### config.mk
export PLATFORM = sky130hd
export DESIGN_NAME = scl_top
export DESIGN_NICKNAME = d
export VERILOG_FILES = /design/src/common/scl_pkg.sv /design/src/core/scl_top.sv /design/src/core/scl_sync.sv /design/src/core/scl_shift.sv
export VERILOG_INCLUDE_DIRS = /design/src /design/src/common
export SDC_FILE = /design/constraint.sdc
export NUM_CORES = 1
export LEC_CHECK = 0
export BUFFER_PORTS_ARGS = -buffer_cell sky130_fd_sc_hd__clkbuf_2
export CAP_MARGIN = 40
export CELL_PAD_IN_SITES_DETAIL_PLACEMENT = 2
export CELL_PAD_IN_SITES_GLOBAL_PLACEMENT = 2
export CORE_ASPECT_RATIO = 1.25
export CORE_MARGIN = 2
export CORE_UTILIZATION = 43
export CTS_CLUSTER_SIZE = 14
export DETAILED_ROUTE_END_ITERATION = 12
export GPL_TIMING_DRIVEN = 0
export PLACE_DENSITY = 0.93
export SYNTH_ARGS = -nofsm -noshare
export SYNTH_HDL_FRONTEND = slang
export SYNTH_SLANG_ARGS = --single-unit
### constraint.sdc
create_clock -name i_clk -period 2.68 [get_ports i_clk]
set_input_delay 0.268 -clock i_clk [delete_from_list [all_inputs] [get_ports i_clk]]
set_output_delay 0.268 -clock i_clk [all_outputs]
set_load 0.05 [all_outputs]
### src/common/scl_map.svh
`ifndef SCL_MAP_SVH
`define SCL_MAP_SVH
`define SCL_WORD_W        24
`define SCL_SEL_REF       2'h0
`define SCL_SEL_AB        2'h1
`define SCL_SEL_LOOP      2'h2
`define SCL_SEL_INIT      2'h3
`define SCL_B_CNT_RESET   2
`define SCL_B_PD_ARM      3
`define SCL_B_MUX_LO      4
`define SCL_B_MUX_HI      6
`define SCL_B_POLARITY    7
`define SCL_B_CP_TRI      8
`define SCL_B_FL_EN       9
`define SCL_B_FL_MODE     10
`define SCL_B_TO_LO       11
`define SCL_B_TO_HI       14
`define SCL_B_CUR1_LO     15
`define SCL_B_CUR1_HI     17
`define SCL_B_CUR2_LO     18
`define SCL_B_CUR2_HI     20
`define SCL_B_PD_SYNC     21
`define SCL_B_PRE_LO      22
`define SCL_B_PRE_HI      23
`define SCL_B_FAST_REQ    21
`define SCL_LOOP_RESET    24'h000000
`define SCL_TO_UNIT_CYC   16'h0010
`endif

### src/common/scl_pkg.sv
package scl_pkg;
	typedef struct packed {
		logic [1:0] prescaler;
		logic       pd_sync;
		logic [2:0] cur2;
		logic [2:0] cur1;
		logic [3:0] timeout;
		logic       fl_mode;
		logic       fl_en;
		logic       cp_tri;
		logic       polarity;
		logic [2:0] mux_sel;
		logic       pd_arm;
		logic       cnt_reset;
	} scl_loop_type;

	typedef struct packed {
		logic       pd_active;
		logic       cp_hiz;
		logic       counters_load;
		logic       lock_reset;
		logic       rf_debias;
		logic       ref_buf_off;
		logic [2:0] cp_current;
		logic       fast_active;
	} scl_status_type;
endpackage : scl_pkg

### src/core/scl_top.sv
`timescale 1ns/1ns
`include "scl_map.svh"
module scl_top #(
	parameter logic [15:0] TO_UNIT_CYC = `SCL_TO_UNIT_CYC
) (
	input  wire logic                     i_clk,           // System clock, 100 MHz
	input  wire logic                     i_reset_n,       // Async reset, low
	input  wire logic                     i_sclk,          // Serial clock pin
	input  wire logic                     i_sdata,         // Serial data pin
	input  wire logic                     i_latch_strobe,  // Latch strobe pin
	input  wire logic                     i_chip_enable,   // Chip enable pin, high = on
	input  wire logic                     i_cp_event,      // Charge pump event pulse, same domain
	output logic                          o_pd_active,     // Device powered down
	output logic                          o_cp_hiz,        // Charge pump output floating
	output logic                          o_counters_load, // R, AB counters held at load
	output logic                          o_timeout_load,  // Timeout counter held at load
	output logic                          o_lock_reset,    // Lock detect reset
	output logic                          o_rf_debias,     // RF input debiased
	output logic                          o_ref_buf_off,   // Reference buffer disabled
	output logic [2:0]                    o_cp_current,    // Selected pump current code
	output logic                          o_fast_active,   // Fastlock current in use
	output logic                          o_align_pulse,   // Internal reset pulse
	output logic [2:0]                    o_mux_select,    // Mux output select
	output logic                          o_polarity,      // Detector polarity bit
	output logic [1:0]                    o_prescaler,     // Prescaler select
	output logic [`SCL_WORD_W-1:0]        o_ref_word,      // Reference counter word
	output logic [`SCL_WORD_W-1:0]        o_ab_word        // AB counter word
);
	typedef struct packed {
		scl_pkg::scl_loop_type  loop;
		logic [`SCL_WORD_W-1:0] ref_word;
		logic [`SCL_WORD_W-1:0] ab_word;
		logic                   fast_req;
		logic                   ab_pending;
		logic                   pd_sync_done;
		logic                   pulse;
		logic [15:0]            unit_cnt;
		logic [4:0]             to_cnt;
		logic                   to_run;
		scl_pkg::scl_status_type st;
		logic                   to_load;
	} scl_top_state_type;

	scl_top_state_type s_q;
	scl_top_state_type s_d;

	logic                   sclk_s;
	logic                   sdata_s;
	logic                   strobe_s;
	logic                   ce_s;
	logic                   word_valid;
	logic [`SCL_WORD_W-1:0] word;

	scl_sync #(.W(4)) u_sync (
		.i_clk     (i_clk),
		.i_reset_n (i_reset_n),
		.i_async   ({i_sclk, i_sdata, i_latch_strobe, i_chip_enable}),
		.o_sync    ({sclk_s, sdata_s, strobe_s, ce_s})
	);

	// shift path stays live in power-down
	scl_shift u_shift (
		.i_clk     (i_clk),
		.i_reset_n (i_reset_n),
		.i_sclk    (sclk_s),
		.i_sdata   (sdata_s),
		.i_strobe  (strobe_s),
		.o_valid   (word_valid),
		.o_word    (word)
	);

	function automatic scl_pkg::scl_loop_type decode_loop(input logic [`SCL_WORD_W-1:0] w);
		scl_pkg::scl_loop_type l;
		l.prescaler = w[`SCL_B_PRE_HI:`SCL_B_PRE_LO];
		l.pd_sync   = w[`SCL_B_PD_SYNC];
		l.cur2      = w[`SCL_B_CUR2_HI:`SCL_B_CUR2_LO];
		l.cur1      = w[`SCL_B_CUR1_HI:`SCL_B_CUR1_LO];
		l.timeout   = w[`SCL_B_TO_HI:`SCL_B_TO_LO];
		l.fl_mode   = w[`SCL_B_FL_MODE];
		l.fl_en     = w[`SCL_B_FL_EN];
		l.cp_tri    = w[`SCL_B_CP_TRI];
		l.polarity  = w[`SCL_B_POLARITY];
		l.mux_sel   = w[`SCL_B_MUX_HI:`SCL_B_MUX_LO];
		l.pd_arm    = w[`SCL_B_PD_ARM];
		l.cnt_reset = w[`SCL_B_CNT_RESET];
		return l;
	endfunction : decode_loop

	logic pd_async;
	logic sync_armed;
	logic ab_wr;
	logic pd_now;
	logic fast_on;
	logic to_tick;

	always_comb begin
		s_d       = s_q;
		s_d.pulse = 1'b0;

		if (word_valid) begin
			if (word[1:0] == `SCL_SEL_LOOP) begin
				s_d.loop         = decode_loop(word);
				s_d.pd_sync_done = 1'b0;
			end else if (word[1:0] == `SCL_SEL_INIT) begin
				s_d.loop         = decode_loop(word);
				s_d.pulse        = 1'b1;
				s_d.ab_pending   = 1'b1;
				s_d.pd_sync_done = 1'b0;
			end else if (word[1:0] == `SCL_SEL_AB) begin
				s_d.ab_word  = word;
				// fast request written from AB word
				s_d.fast_req = word[`SCL_B_FAST_REQ];
				s_d.to_cnt   = '0;
				s_d.unit_cnt = '0;
				// first AB after init pulses once
				if (s_q.ab_pending) begin
					s_d.pulse      = 1'b1;
					s_d.ab_pending = 1'b0;
				end
			end else begin
				s_d.ref_word = word;
			end
		end

		pd_async = s_q.loop.pd_arm && !s_q.loop.pd_sync;
		// synchronous power-down waits for pump event
		sync_armed = s_q.loop.pd_arm && s_q.loop.pd_sync && !s_q.pd_sync_done;
		// init pulse also triggers sync power-down
		// Armed from the live latch, so the pulse issued with the init load counts
		if (sync_armed && (i_cp_event || s_q.pulse)) begin
			s_d.pd_sync_done = 1'b1;
		end
		if (!(s_q.loop.pd_arm && s_q.loop.pd_sync)) begin
			s_d.pd_sync_done = 1'b0;
		end
		pd_now = !ce_s || pd_async || s_q.pd_sync_done;

		fast_on = s_q.loop.fl_en && s_q.fast_req && !pd_now;

		ab_wr   = word_valid && (word[1:0] == `SCL_SEL_AB);
		to_tick = 1'b0;
		// An AB word write wins over a timeout landing in the same cycle
		if (fast_on && s_q.loop.fl_mode && !ab_wr) begin
			if (s_q.unit_cnt == TO_UNIT_CYC - 16'h0001) begin
				s_d.unit_cnt = '0;
				to_tick      = 1'b1;
			end else begin
				s_d.unit_cnt = s_q.unit_cnt + 16'h0001;
			end
			if (to_tick) begin
				s_d.to_cnt = s_q.to_cnt + 5'h01;
				if (s_q.to_cnt >= {1'b0, s_q.loop.timeout}) begin
					s_d.fast_req = 1'b0;
					s_d.to_cnt   = '0;
				end
			end
		end else if (!ab_wr) begin
			s_d.unit_cnt = '0;
			s_d.to_cnt   = '0;
		end

		s_d.st.pd_active = pd_now;
		s_d.st.cp_hiz = s_q.loop.cp_tri || pd_now || s_q.loop.cnt_reset || s_q.pulse;
		// release from load point keeps alignment
		s_d.st.counters_load = s_q.loop.cnt_reset || pd_now || s_q.pulse;
		s_d.to_load          = pd_now || s_q.pulse || !s_q.loop.fl_mode;
		s_d.st.lock_reset    = pd_now;
		// analog front parts off in power-down
		s_d.st.rf_debias     = pd_now;
		s_d.st.ref_buf_off   = pd_now;
		s_d.st.fast_active = fast_on;
		s_d.st.cp_current  = fast_on ? s_q.loop.cur2 : s_q.loop.cur1;
	end

	// latches have no tie to chip enable
	always_ff @(posedge i_clk or negedge i_reset_n) begin
		if (!i_reset_n) begin
			s_q <= '0;
		end else begin
			s_q <= s_d;
		end
	end

	assign o_pd_active     = s_q.st.pd_active;
	assign o_cp_hiz        = s_q.st.cp_hiz;
	assign o_counters_load = s_q.st.counters_load;
	assign o_timeout_load  = s_q.to_load;
	assign o_lock_reset    = s_q.st.lock_reset;
	assign o_rf_debias     = s_q.st.rf_debias;
	assign o_ref_buf_off   = s_q.st.ref_buf_off;
	assign o_cp_current    = s_q.st.cp_current;
	assign o_fast_active   = s_q.st.fast_active;
	assign o_align_pulse   = s_q.pulse;
	assign o_mux_select    = s_q.loop.mux_sel;
	assign o_polarity      = s_q.loop.polarity;
	assign o_prescaler     = s_q.loop.prescaler;
	assign o_ref_word      = s_q.ref_word;
	assign o_ab_word       = s_q.ab_word;
endmodule : scl_top

### src/core/scl_sync.sv
`timescale 1ns/1ns
module scl_sync #(
	parameter int W = 1
) (
	input  wire logic         i_clk,     // System clock
	input  wire logic         i_reset_n, // Async reset, low
	input  wire logic [W-1:0] i_async,   // Pin levels
	output logic      [W-1:0] o_sync     // Synchronised levels
);
	logic [W-1:0] meta_q;

	always_ff @(posedge i_clk or negedge i_reset_n) begin
		if (!i_reset_n) begin
			meta_q <= '0;
			o_sync <= '0;
		end else begin
			meta_q <= i_async;
			o_sync <= meta_q;
		end
	end
endmodule : scl_sync

### src/core/scl_shift.sv
`timescale 1ns/1ns
`include "scl_map.svh"
module scl_shift (
	input  wire logic                     i_clk,     // System clock
	input  wire logic                     i_reset_n, // Async reset, low
	input  wire logic                     i_sclk,    // Synchronised serial clock
	input  wire logic                     i_sdata,   // Synchronised serial data
	input  wire logic                     i_strobe,  // Synchronised latch strobe
	output logic                          o_valid,   // Word ready pulse
	output logic [`SCL_WORD_W-1:0]        o_word     // Shifted word
);
	typedef struct packed {
		logic                   sclk;
		logic                   strobe;
		logic [`SCL_WORD_W-1:0] sr;
		logic                   valid;
	} scl_shift_state_type;

	scl_shift_state_type s_q;
	scl_shift_state_type s_d;

	always_comb begin
		s_d        = s_q;
		s_d.sclk   = i_sclk;
		s_d.strobe = i_strobe;
		s_d.valid  = 1'b0;
		if (i_sclk && !s_q.sclk) begin
			s_d.sr = {s_q.sr[`SCL_WORD_W-2:0], i_sdata};
		end
		if (i_strobe && !s_q.strobe) begin
			s_d.valid = 1'b1;
		end
	end

	always_ff @(posedge i_clk or negedge i_reset_n) begin
		if (!i_reset_n) begin
			s_q <= '0;
		end else begin
			s_q <= s_d;
		end
	end

	assign o_valid = s_q.valid;
	assign o_word  = s_q.sr;
endmodule : scl_shift

# Word level (Yosys, flattened, before mapping)
# Index checks and enable logic that the tools add are counted.
# word_totals
input_bits	7
ff_bits	138
output_inout_bits	66
# op_classes
n_bitwise	3
eq_ne	10
n_reduce_logical	37
magnitude_cmp	1
mux	28
add_sub_neg	2
# ops
operator	count
$mux 22	4
$mux 21	3
$mux 25	1
$add 16x1->16 const B	1
$eq 16x4->1 const B	1
$mux 16	1
$mux 1	14
$reduce_and 4->1	3
$logic_and 1x1->1	11
$logic_or 1x1->1	10
$mux 5	2
$ne 3x1->1 const B	3
$logic_not 1->1	8
$ne 3x2->1 const B	2
$add 5x1->5 const B	1
$ge 5x4->1	1
$eq 2x2->1 const B	2
$mux 2	2
$ne 4x3->1 const B	1
$reduce_and 2->1	2
$reduce_bool 2->1	2
$mux 3	1
$not 1->1	3
$reduce_and 3->1	1
$eq 2x1->1 const B	1

# Logic depth before layout (Yosys ltp)
# Gate-level depths: netlist of the first run.
# depth
ltp_word	11
depth_mapped	6

# By module
# From an unflattened synthesis of the first run, not the netlist that was laid out.
# hier_totals
cells_unflattened	454
hier_area_um2	6163.4
# modules_own_cells
module	area_per_inst_um2	instances	cells_per_inst
scl_top	4690.7	1	366
scl_shift	1272.5	1	80
scl_sync	200.2	1	8

# Worst setup path before layout of the first run
# Ideal clock, no wire load.
# synth_path
path_type	register to register
from	register s_q[12] (netlist bit)
to	register s_q[14] (netlist bit)
period_less_slack_ns	1.755
path_stages_with_launch	7
setup_time_ns	0.083
path_buffers	0
arrival_ns	1.672
required_time_ns	2.597
path_slack_ns	0.925
path_cell_list	dfrtp_1 > inv_1 > ha_1 > nand2b_1 > a2111oi_4 > o2111ai_1 > a31oi_1
# synth_lines
item	line	rtl
from (decl)	scl_top.sv:44	scl_top_state_type s_q;
from (signal assigned)	scl_top.sv:178	s_q <= '0;
from (signal assigned)	scl_top.sv:180	s_q <= s_d;

# Worst setup path after layout of the first run
# layout_path
from	register s_q[21] (netlist bit)
to	register s_q[24] (netlist bit)
# layout_between
elab_chain_cells	3
elab_cells_between_ends	4
classes_between	add/sub: 1; eq/ne: 1; mux: 2
# layout_lines
item	line	rtl
$add 16x1->16 / $eq 16x4->1 (equally long branches)	scl_top.sv:148, scl_top.sv:144	
$mux 16 (*)	scl_top.sv:144	if (s_q.unit_cnt == TO_UNIT_CYC - 16'h0001) begin
$mux 21 (*)	scl_top.sv:143	if (fast_on && s_q.loop.fl_mode && !ab_wr) begin
# Every way passes the cells marked *; elsewhere a longest branch is shown, timed or not.
# A chain may end at the register's enable or synchronous reset.

==> impl_metrics.sql, run 1 <==
INSERT INTO impl_metrics (metric_group, metric, value, unit) VALUES
('outcome', 'status', 'finished clean', ''),
('clock_network', 'cts_num_sinks', '138', ''),
('synth', 'synth.ff_latch_count', '138', ''),
('timing', 'fmax', '428', 'MHz'),
('synth', 'syn_avg_cell_area', '13.7', 'sq um'),
('power', 'clockPowerShare', '0.334', ''),
('drt', 'detailroute.via_count', '3753', ''),
('floorplanning', 'num_io_pins', '73', ''),
('synth', 'synthMostInstantiatedCell', 'dfrtp_1', ''),
('place', 'hpwl', '10.6', 'mm'),
('worst_setup_path', 'timing.critical_path.required', '2.98', 'ns'),
('timing', 'setup_viol', '0', ''),
('place', 'dpl.cell_count', '673', ''),
('synth', 'synthDominantAreaCellType', 'dfrtp_1', ''),
('timing', 'rsz_0062_raised_after_global_routing', 'no', ''),
('grt', 'grt_pass1_vias', '4484', ''),
('clock_network', 'cts_buffers', '17', ''),
('floorplanning', 'die_x', '109', 'um'),
('clock_network', 'clkTransAtPathRegs', '0.06', 'ns'),
('synth', 'yosys.cell_types.count', '45', ''),
('power', 'report.power.total', '7.58', 'mW'),
('drt', 'ant_nets', '0', ''),
('synth', 'synth_enable_flop_cells', '0', ''),
('final_layout', 'post_route_cells_drive_above_1_share', '0.527', ''),
('min_path', 'hold_class', 'in2reg', ''),
('clock_network', 'clock_tree.htree_level_count', '4', ''),
('power', 'peakVddDrop', '0.540', 'mV'),
('power', 'p_switching', '2.72', 'mW'),
('floorplanning', 'die_area', '14600', 'sq um'),
('drt', 'first_pass_iters', '4', ''),
('power', 'power_leakage', '3.50', 'nW'),
('synth', 'synthesis.instances', '429', ''),
('timing', 'maxSlewViolCount', '0', ''),
('floorplanning', 'fp.coreArea', '13300', 'sq um'),
('grt', 'globalRouteOverflowTotal', '0', ''),
('timing', 'period_share', '0.872', ''),
('synth', 'synth.area.top_cells', 'dfrtp_1, mux2_2, buf_4', ''),
('clock_network', 'clk_path_buf_depth', '2', ''),
('synth', 'synth-seq-area-share', '0.587', ''),
('timing', 'finalCriticalPeriod', '2.34', 'ns'),
('grt', 'initial_antenna_violation_count', '0', ''),
('worst_setup_path', 'setup.worst_path.class', 'reg2reg', ''),
('synth', 'synth-async-reset-ratio', '1.00', ''),
('drt', 'routed_wl', '18.7', 'mm'),
('timing', 'final_hold_viol_count', '0', ''),
('power', 'power.combinational.fraction', '0.285', ''),
('synth', 'yosys_most_used_dff', 'dfrtp_1', ''),
('timing', 'tightest_slew', '0.779', 'ns'),
('power', 'p_seq_frac', '0.380', ''),
('floorplanning', 'die_height', '135', 'um'),
('drt', 'drc_viols', '0', ''),
('synth', 'netlist_area', '5880', 'sq um'),
('synth', 'synth_nets', '442', ''),
('drt', 'vias_per_cell', '5.30', ''),
('worst_setup_path', 'timing.critical_path.fanout_max', '10', ''),
('worst_setup_path', 'category_of_the_worst_setup_path_launch_point', 'flip-flop', ''),
('drt', 'drt_first_iter_violations', '135', ''),
('worst_setup_path', 'timing.critical_path.arrival', '2.64', 'ns'),
('grt', 'wire_length_of_the_first_global_routing_pass', '29.0', 'mm'),
('power', 'internal_power', '4.85', 'mW'),
('power', 'power-per-cell-area', '1060', 'nW/um^2'),
('place', 'gp_congestion', '0.755', ''),
('final_layout', 'final_cells', '708', ''),
('final_layout', 'syn_to_final_growth', '21.8', '%'),
('floorplanning', 'placementRows', '47', ''),
('synth', 'synth.yosys.warnings', '0', ''),
('power', 'p_sw_frac', '0.360', ''),
('final_layout', 'finalNetCount', '539', ''),
('floorplanning', 'start_util', '0.442', ''),
('drt', 'routed_wire_length_per_instance', '26.4', 'um'),
('synth', 'post-synth-top-area-fraction', '0.587', ''),
('clock_network', 'clk-insertion-delay-late', '0.43', 'ns'),
('grt', 'grt_start_max_net_pins', '105', ''),
('final_layout', 'antennaDiodeCount', '0', ''),
('clock_network', 'root_buffer', 'clkbuf_16', ''),
('timing', 'maxSlewHeadroom', '0.479', ''),
('worst_setup_path', 'setup.worst_path.end_class', 'flip-flop', ''),
('timing', 'clock_skew', '0.00957', 'ns'),
('grt', 'global_route.usage.total', '0.277', ''),
('place', 'place.port_buffers', '72', ''),
('clock_network', 'tritoncts', 'built', ''),
('synth', 'synth_top_cells_by_count', 'dfrtp_1, mux2_2, buf_4', ''),
('run', 'cap_viol_max_count', '0', '');
==> power by group through the flow <==
stage / Clock [mW] / Sequential (mW) / Combinational [mW]
floorplan: 0 / 2.79 / 1.57
global placement: 0 / 2.79 / 1.96
detailed placement: 0 / 2.85 / 2.09
CTS: 2.57 / 2.87 / 2.19
global route: 2.67 / 2.92 / 2.26
finish: 2.53 / 2.88 / 2.16
==> metal layers <==
| metal | wire length [um] | track usage | up-vias |
|---|---|---|---|
| met1 | 6790 | 0.292 | 1983 |
| met3 | 596 | 0.0656 | 44 |
| li1 | - | - | 1619 |
| met2 | 10700 | 0.523 | 107 |
| met4 | 565 | 0.106 | 0 |
| met5 | 0 | 0 | - |
==> logic make-up (layout without fill, tap and decap cells) <==
logic type,count (synthesis),in the layout,share of synthesized area
xor gates and xnor gates,12,12,0.0179
and+or+nand+nor,78,78,0.0766
buffers and inverters,80,188,0.0947
adders and majority gates,6,6,0.0128
muxes,95,95,0.182
AOI/OAI and AO/OA,20,20,0.0285
DFF,138,138,0.587
==> worst paths after layout <==
kind / from / to / slack (ns) / cells past startpoint
setup / recovery: s_q[21] / s_q[24] / 0.34 / 5
hold / removal: i_cp_event / s_q[34] / 0.25 / 3
setup reg to reg: s_q[21] / s_q[24] / 0.34 / 5
hold reg to reg: u_sync.meta_q[0] / u_sync.o_sync[0] / 0.36 / 0
max in group asynchronous: i_reset_n / o_ref_word[3] / 1.56 / 3
min in group asynchronous: i_reset_n / o_ab_word[0] / 0.31 / 2
==> final cells by class <==
type | instances | area [sq um]
Clock buffer | 19 | 453
Buffer | 73 | 531
Inverter | 7 | 26.3
Timing Repair Buffer | 78 | 447
Tap cell | 171 | 214
Multi-Input combinational cell | 211 | 1870
Fill cell | 1275 | 6130
Clock inverter | 11 | 169
Sequential cell | 138 | 3450
==> placed cells by master, fill, tap and decap left out, drive strengths merged, types with 6 or more instances in the layout <==
cell,synthesis,final
nand4,7,7
nor2,19,19
mux2,95,95
dfrtp,138,138
ha,6,6
inv,7,8
nand2,12,12
nand3,8,8
buf,72,73
clkbuf,1,92
xnor2,7,7
==> timing repair <==
item	4_1_cts	5_1_grt
hold buffers	5	0
endpoints found under the hold margin	38	0
buffers inserted	0	0
resized for setup	0	0
==> worst max-delay path, stage by stage (launching register included) <==
cell,delay [ns]
dfrtp_1,0.49
nor4_1,0.55
nand4_1,0.52
nand4_2,0.39
buf_6,0.19
nor2_1,0.06
==> state kept, by name, summed over array words and instances, names as in the netlist <==
register / count
o_fast_active: 1
o_ref_buf_off: 1
o_counters_load: 1
o_polarity: 1
o_mux_select: 3
o_cp_current: 3
o_timeout_load: 1
u_shift.s_q: 2
o_align_pulse: 1
s_q: 40
u_shift.o_valid: 1
o_ref_word: 24
o_prescaler: 2
o_cp_hiz: 1
u_shift.o_word: 24
o_ab_word: 24
u_sync.meta_q: 4
u_sync.o_sync: 4
==> stage by stage <==
stage          TNS, ns  hold slack, ns  cell area (sq um)  setup WS, ns  utilization
2_1_floorplan        0         -0.0276               5880         0.925            -
3_3_place_gp   -104.34           0.333               6450        -0.766        0.486
3_5_place_dp         0           0.198               6490         0.545        0.488
4_1_cts              0           0.234               7160         0.373        0.539
5_1_grt              0           0.255               7160         0.266        0.539
6_report             0           0.252               7160         0.344        0.539
Note: power is estimated with default switching activity, not from simulation.
==> run 2, diff against run 1 <==
--- a/config.mk
+++ b/config.mk
@@ -12,11 +12,12 @@
 export CELL_PAD_IN_SITES_GLOBAL_PLACEMENT = 2
 export CORE_ASPECT_RATIO = 1.25
 export CORE_MARGIN = 2
-export CORE_UTILIZATION = 43
+export CORE_UTILIZATION = 45
+export CTS_BUF_LIST = sky130_fd_sc_hd__clkbuf_8
 export CTS_CLUSTER_SIZE = 14
 export DETAILED_ROUTE_END_ITERATION = 12
 export GPL_TIMING_DRIVEN = 0
-export PLACE_DENSITY = 0.93
+export PLACE_DENSITY = 0.95
 export SYNTH_ARGS = -nofsm -noshare
 export SYNTH_HDL_FRONTEND = slang
 export SYNTH_SLANG_ARGS = --single-unit
==> impl_metrics.sql, run 2 (synthesized netlist as in run 1, its figures left out) <==
INSERT INTO impl_metrics (metric_group, metric, value, unit) VALUES
('final_layout', 'syn_to_final_growth', '17.9', '%'),
('power', 'p_sw_frac', '0.386', ''),
('drt', 'first_pass_iters', '4', ''),
('timing', 'fmax', '427', 'MHz'),
('grt', 'global_route.usage.total', '0.258', ''),
('timing', 'maxSlewHeadroom', '0.523', ''),
('timing', 'period_share', '0.875', ''),
('final_layout', 'finalNetCount', '539', ''),
('timing', 'tightest_slew', '0.712', 'ns'),
('run', 'cap_viol_max_count', '0', ''),
('power', 'internal_power', '4.10', 'mW'),
('final_layout', 'final_cells', '707', ''),
('drt', 'ant_nets', '0', ''),
('clock_network', 'cts_setup_buffers', '0', ''),
('clock_network', 'clk_path_buf_depth', '2', ''),
('drt', 'drc_viols', '0', ''),
('place', 'place.port_buffers', '72', ''),
('min_path', 'hold_class', 'in2reg', ''),
('power', 'power.combinational.fraction', '0.317', ''),
('drt', 'vias_per_cell', '5.28', ''),
('grt', 'grt_pass1_vias', '4429', ''),
('clock_network', 'clock_tree.htree_level_count', '4', ''),
('final_layout', 'max_flop_register', 's_q', ''),
('clock_network', 'cts_num_sinks', '138', ''),
('timing', 'clock_skew', '0.0130', 'ns'),
('floorplanning', 'fp.coreArea', '12700', 'sq um'),
('worst_setup_path', 'setup.worst_path.class', 'reg2reg', ''),
('final_layout', 'antennaDiodeCount', '0', ''),
('grt', 'grt_start_max_net_pins', '115', ''),
('power', 'clockPowerShare', '0.256', ''),
('power', 'power_leakage', '3.40', 'nW'),
('floorplanning', 'die_height', '132', 'um'),
('clock_network', 'root_buffer', 'clkbuf_8', ''),
('timing', 'final_hold_viol_count', '0', ''),
('drt', 'detailroute.via_count', '3734', ''),
('grt', 'wire_length_of_the_first_global_routing_pass', '26.6', 'mm'),
('clock_network', 'clkTransAtPathRegs', '0.08', 'ns'),
('floorplanning', 'die_x', '106', 'um'),
('drt', 'drt_first_iter_violations', '143', ''),
('final_layout', 'largest_reg_flops', '40', ''),
('timing', 'setup_viol', '0', ''),
('clock_network', 'tritoncts', 'built', ''),
('power', 'p_switching', '2.58', 'mW'),
('drt', 'routed_wl', '16.8', 'mm'),
('clock_network', 'cts_buffers', '17', ''),
('floorplanning', 'placementRows', '46', ''),
('grt', 'initial_antenna_violation_count', '0', ''),
('worst_setup_path', 'timing.critical_path.required', '3.04', 'ns'),
('power', 'report.power.total', '6.69', 'mW'),
('clock_network', 'cts.repair.resized', '0', ''),
('final_layout', 'final_common_cell', 'dfrtp_1', ''),
('place', 'dpl.cell_count', '670', ''),
('worst_setup_path', 'timing.critical_path.arrival', '2.70', 'ns'),
('place', 'hpwl', '11.0', 'mm'),
('outcome', 'status', 'finished clean', ''),
('clock_network', 'clk-insertion-delay-late', '0.45', 'ns'),
('timing', 'rsz_0062_raised_after_global_routing', 'no', ''),
('timing', 'finalCriticalPeriod', '2.34', 'ns'),
('final_layout', 'most-common-layout-cells', 'dfrtp_1, mux2_2, clkbuf_2, buf_4', ''),
('floorplanning', 'start_util', '0.462', ''),
('timing', 'setup_tns', '0', 'ns'),
('worst_setup_path', 'timing.critical_path.fanout_max', '8', ''),
('place', 'gp_congestion', '0.764', ''),
('power', 'p_seq_frac', '0.427', ''),
('floorplanning', 'die_area', '14000', 'sq um'),
('grt', 'globalRouteOverflowTotal', '0', ''),
('floorplanning', 'num_io_pins', '73', ''),
('drt', 'routed_wire_length_per_instance', '23.7', 'um'),
('power', 'peakVddDrop', '0.564', 'mV'),
('final_layout', 'post_route_cells_drive_above_1_share', '0.527', ''),
('timing', 'maxSlewViolCount', '0', ''),
('worst_setup_path', 'setup.worst_path.end_class', 'flip-flop', ''),
('worst_setup_path', 'category_of_the_worst_setup_path_launch_point', 'flip-flop', ''),
('power', 'power-per-cell-area', '965', 'nW/um^2');
==> run 2: timing repair <==
action	CTS	global route
hold buffers	5	0
hold endpoints to repair	28	0
setup endpoints to repair	0	0
==> run 2: worst max-delay path, stage by stage, from the launching register on <==
cell	delay [ns]
dfrtp_1	0.42
inv_1	0.12
ha_1	0.32
nand2b_1	0.20
a2111oi_4	0.66
o21ai_0	0.27
a31oi_1	0.27
==> run 2: power groups by stage <==
stage               Clock, mW  Sequential [mW]  Combinational [mW]
finish                   1.71             2.86                2.12
global route             1.82             2.90                2.23
CTS                      1.75             2.86                2.15
detailed placement          0             2.88                2.09
global placement            0             2.79                1.96
floorplan                   0             2.79                1.57
==> run 2: final cells by class <==
| cell class | instances | area, sq um |
|---|---|---|
| plain buffers | 73 | 531 |
| fillers | 1195 | 5790 |
| clock buffers | 18 | 248 |
| well taps | 168 | 210 |
| clock inverters | 14 | 148 |
| inverters | 7 | 26.3 |
| flip-flops and latches | 138 | 3450 |
| multi-input cells | 211 | 1870 |
| repair buffers | 78 | 447 |
==> run 2: layer usage <==
metal  share of wire  vias to the layer above  global-route usage
li1                -                     1626                   -
met1            0.35                     1966               0.265
met2            0.59                       94               0.492
met3           0.025                       48              0.0489
met4           0.035                        0               0.121
met5               0                        -                   0
==> run 2: path summary, 6_finish.rpt <==
path / to / start / slack, ns / cells after the start
setup / recovery: s_q[14] / s_q[12] / 0.34 / 6
hold / removal: s_q[34] / i_cp_event / 0.24 / 3
setup reg to reg: s_q[14] / s_q[12] / 0.34 / 6
hold reg to reg: u_sync.o_sync[0] / u_sync.meta_q[0] / 0.36 / 0
max in group asynchronous: o_ab_word[2] / i_reset_n / 1.57 / 3
min in group asynchronous: o_ab_word[0] / i_reset_n / 0.28 / 2
==> run 2: stage by stage <==
| step | utilization | cell area [sq um] | worst slack, ns | hold WS, ns |
|---|---|---|---|---|
| after floorplan | - | 5880 | 0.925 | -0.0276 |
| after detailed placement | 0.510 | 6480 | 0.476 | 0.164 |
| after global routing | 0.545 | 6930 | 0.226 | 0.264 |
| final | 0.545 | 6930 | 0.336 | 0.243 |
| after global placement | 0.507 | 6450 | -0.779 | 0.332 |
| after CTS | 0.545 | 6930 | 0.389 | 0.226 |
==> run 3, diff against run 2 <==
--- a/config.mk
+++ b/config.mk
@@ -17,7 +17,7 @@
 export CTS_CLUSTER_SIZE = 14
 export DETAILED_ROUTE_END_ITERATION = 12
 export GPL_TIMING_DRIVEN = 0
-export PLACE_DENSITY = 0.95
+export PLACE_DENSITY = 0.84
 export SYNTH_ARGS = -nofsm -noshare
 export SYNTH_HDL_FRONTEND = slang
 export SYNTH_SLANG_ARGS = --single-unit
==> impl_metrics.sql, run 3 (synthesized netlist as in run 1, its figures left out) <==
INSERT INTO impl_metrics (metric_group, metric, value, unit) VALUES
('outcome', 'status', 'finished clean', ''),
('place', 'place.port_buffers', '72', ''),
('worst_setup_path', 'timing.critical_path.required', '3.01', 'ns'),
('floorplanning', 'die_area', '14000', 'sq um'),
('power', 'p_sw_frac', '0.356', ''),
('grt', 'grt_pass1_vias', '4270', ''),
('power', 'clockPowerShare', '0.299', ''),
('drt', 'ant_nets', '0', ''),
('drt', 'first_pass_iters', '4', ''),
('timing', 'clock_skew', '0.00972', 'ns'),
('grt', 'grt_start_max_net_pins', '106', ''),
('power', 'peakVddDrop', '0.630', 'mV'),
('timing', 'finalHoldWorstSlack', '0.213', 'ns'),
('place', 'dpl.cell_count', '670', ''),
('place', 'setup_slack_after_placement', '0.518', 'ns'),
('place', 'post_dp_area', '6480', 'sq um'),
('timing', 'period_share', '0.875', ''),
('grt', 'wire_length_of_the_first_global_routing_pass', '25.1', 'mm'),
('final_layout', 'multi_input_area', '1870', 'sq um'),
('power', 'power-per-cell-area', '990', 'nW/um^2'),
('timing', 'finalCriticalPeriod', '2.35', 'ns'),
('run', 'cap_viol_max_count', '0', ''),
('floorplanning', 'num_io_pins', '73', ''),
('timing', 'maxSlewHeadroom', '0.544', ''),
('drt', 'vias_per_cell', '5.15', ''),
('timing', 'rsz_0062_raised_after_global_routing', 'no', ''),
('timing', 'setup_tns', '0', 'ns'),
('floorplanning', 'start_util', '0.462', ''),
('final_layout', 'syn_to_final_growth', '19.5', '%'),
('power', 'internal_power', '4.48', 'mW'),
('timing', 'maxSlewViolCount', '0', ''),
('clock_network', 'cts-hold-fix-buffers', '5', ''),
('drt', 'detailroute.via_count', '3642', ''),
('grt', 'globalRouteOverflowTotal', '0', ''),
('final_layout', 'final_common_cell', 'dfrtp_1', ''),
('timing', 'final_worst_slack', '0.335', 'ns'),
('clock_network', 'clk-insertion-delay-late', '0.45', 'ns'),
('power', 'p_switching', '2.48', 'mW'),
('clock_network', 'clk_path_buf_depth', '2', ''),
('timing', 'fmax', '426', 'MHz'),
('final_layout', 'final_cells', '707', ''),
('worst_setup_path', 'setup.worst_path.class', 'reg2reg', ''),
('timing', 'setup_viol', '0', ''),
('worst_setup_path', 'timing.critical_path.arrival', '2.68', 'ns'),
('clock_network', 'tritoncts', 'built', ''),
('clock_network', 'cts_setup_buffers', '0', ''),
('final_layout', 'largest_reg_flops', '40', ''),
('power', 'power_leakage', '3.45', 'nW'),
('final_layout', 'most-common-layout-cells', 'dfrtp_1, mux2_2, clkbuf_2, buf_4', ''),
('final_layout', 'register_cell_area_after_layout', '3450', 'sq um'),
('timing', 'tightest_slew', '0.681', 'ns'),
('clock_network', 'clock_tree.htree_level_count', '4', ''),
('power', 'p_seq_frac', '0.404', ''),
('final_layout', 'max_flop_register', 's_q', ''),
('power', 'power.combinational.fraction', '0.297', ''),
('clock_network', 'root_buffer', 'clkbuf_8', ''),
('final_layout', 'finalNetCount', '539', ''),
('place', 'hpwl', '9.51', 'mm'),
('grt', 'global_route.usage.total', '0.240', ''),
('final_layout', 'post_route_cells_drive_above_1_share', '0.529', ''),
('timing', 'final_hold_viol_count', '0', ''),
('drt', 'routed_wire_length_per_instance', '21.6', 'um'),
('place', 'gp_congestion', '0.752', ''),
('clock_network', 'cts_buffers', '17', ''),
('floorplanning', 'placementRows', '46', ''),
('final_layout', 'fin_area', '7030', 'sq um'),
('final_layout', 'antennaDiodeCount', '0', ''),
('floorplanning', 'die_height', '132', 'um'),
('clock_network', 'cts.repair.resized', '0', ''),
('grt', 'initial_antenna_violation_count', '0', ''),
('floorplanning', 'die_x', '106', 'um'),
('drt', 'drc_viols', '0', ''),
('floorplanning', 'fp.coreArea', '12700', 'sq um'),
('power', 'report.power.total', '6.96', 'mW'),
('worst_setup_path', 'category_of_the_worst_setup_path_launch_point', 'flip-flop', ''),
('final_layout', 'utilization', '0.552', ''),
('clock_network', 'clkTransAtPathRegs', '0.08', 'ns'),
('drt', 'drt_first_iter_violations', '104', ''),
('worst_setup_path', 'setup.worst_path.end_class', 'flip-flop', ''),
('worst_setup_path', 'timing.critical_path.fanout_max', '10', ''),
('final_layout', 'final.fill_count', '1191', ''),
('clock_network', 'cts_num_sinks', '138', ''),
('drt', 'routed_wl', '15.3', 'mm'),
('min_path', 'hold_class', 'in2reg', '');
run 3: changes by cell type in the layout (fill, tap and decap cells not counted), sizes merged:
cell | before | now
clkinv | 4 | 5
bufinv | 2 | 6
inv | 11 | 8
clkinvlp | 4 | 2
run 3: worst paths after layout:
check	from	endpoint	slack, ns	cells after the start
setup / recovery	s_q[30]	s_q[24]	0.33	5
hold / removal	i_cp_event	s_q[34]	0.21	3
setup reg to reg	s_q[30]	s_q[24]	0.33	5
hold reg to reg	u_sync.meta_q[2]	u_sync.o_sync[2]	0.36	0
max in group asynchronous	i_reset_n	u_shift.o_word[8]	1.56	3
min in group asynchronous	i_reset_n	o_ab_word[0]	0.28	2
run 3: per-layer routing:
layer  GRT usage  up-vias  routed length, um
met1       0.279     1940               5900
met4      0.0789        0                221
met5           0        -                  0
met2       0.448       59               8870
met3      0.0361       16                305
li1            -     1627                  -
run 3: layout make-up:
type | count | area share
buffer | 73 | 0.0755
clock buffer | 18 | 0.0353
clock inverter | 14 | 0.0347
inverter | 7 | 0.00374
multi-input combinational | 211 | 0.266
sequential | 138 | 0.491
tap | 168 | 0.0299
timing repair buffer | 78 | 0.0636
run 3: power by group through the flow:
stage	combinational (mW)	clock [mW]	sequential (mW)
final	2.07	2.08	2.81
after global routing	2.18	2.19	2.88
after global placement	1.97	0	2.79
after floorplan	1.57	0	2.79
after CTS	2.09	2.12	2.82
after detailed placement	2.05	0	2.84
run 3: worst max-delay path, cell delays in order (launching register included):
cell and delay (ns):
dfrtp_1 0.46, nor4_1 0.56, nand4_1 0.53, nand4_2 0.40, buf_6 0.19, nor2_1 0.08
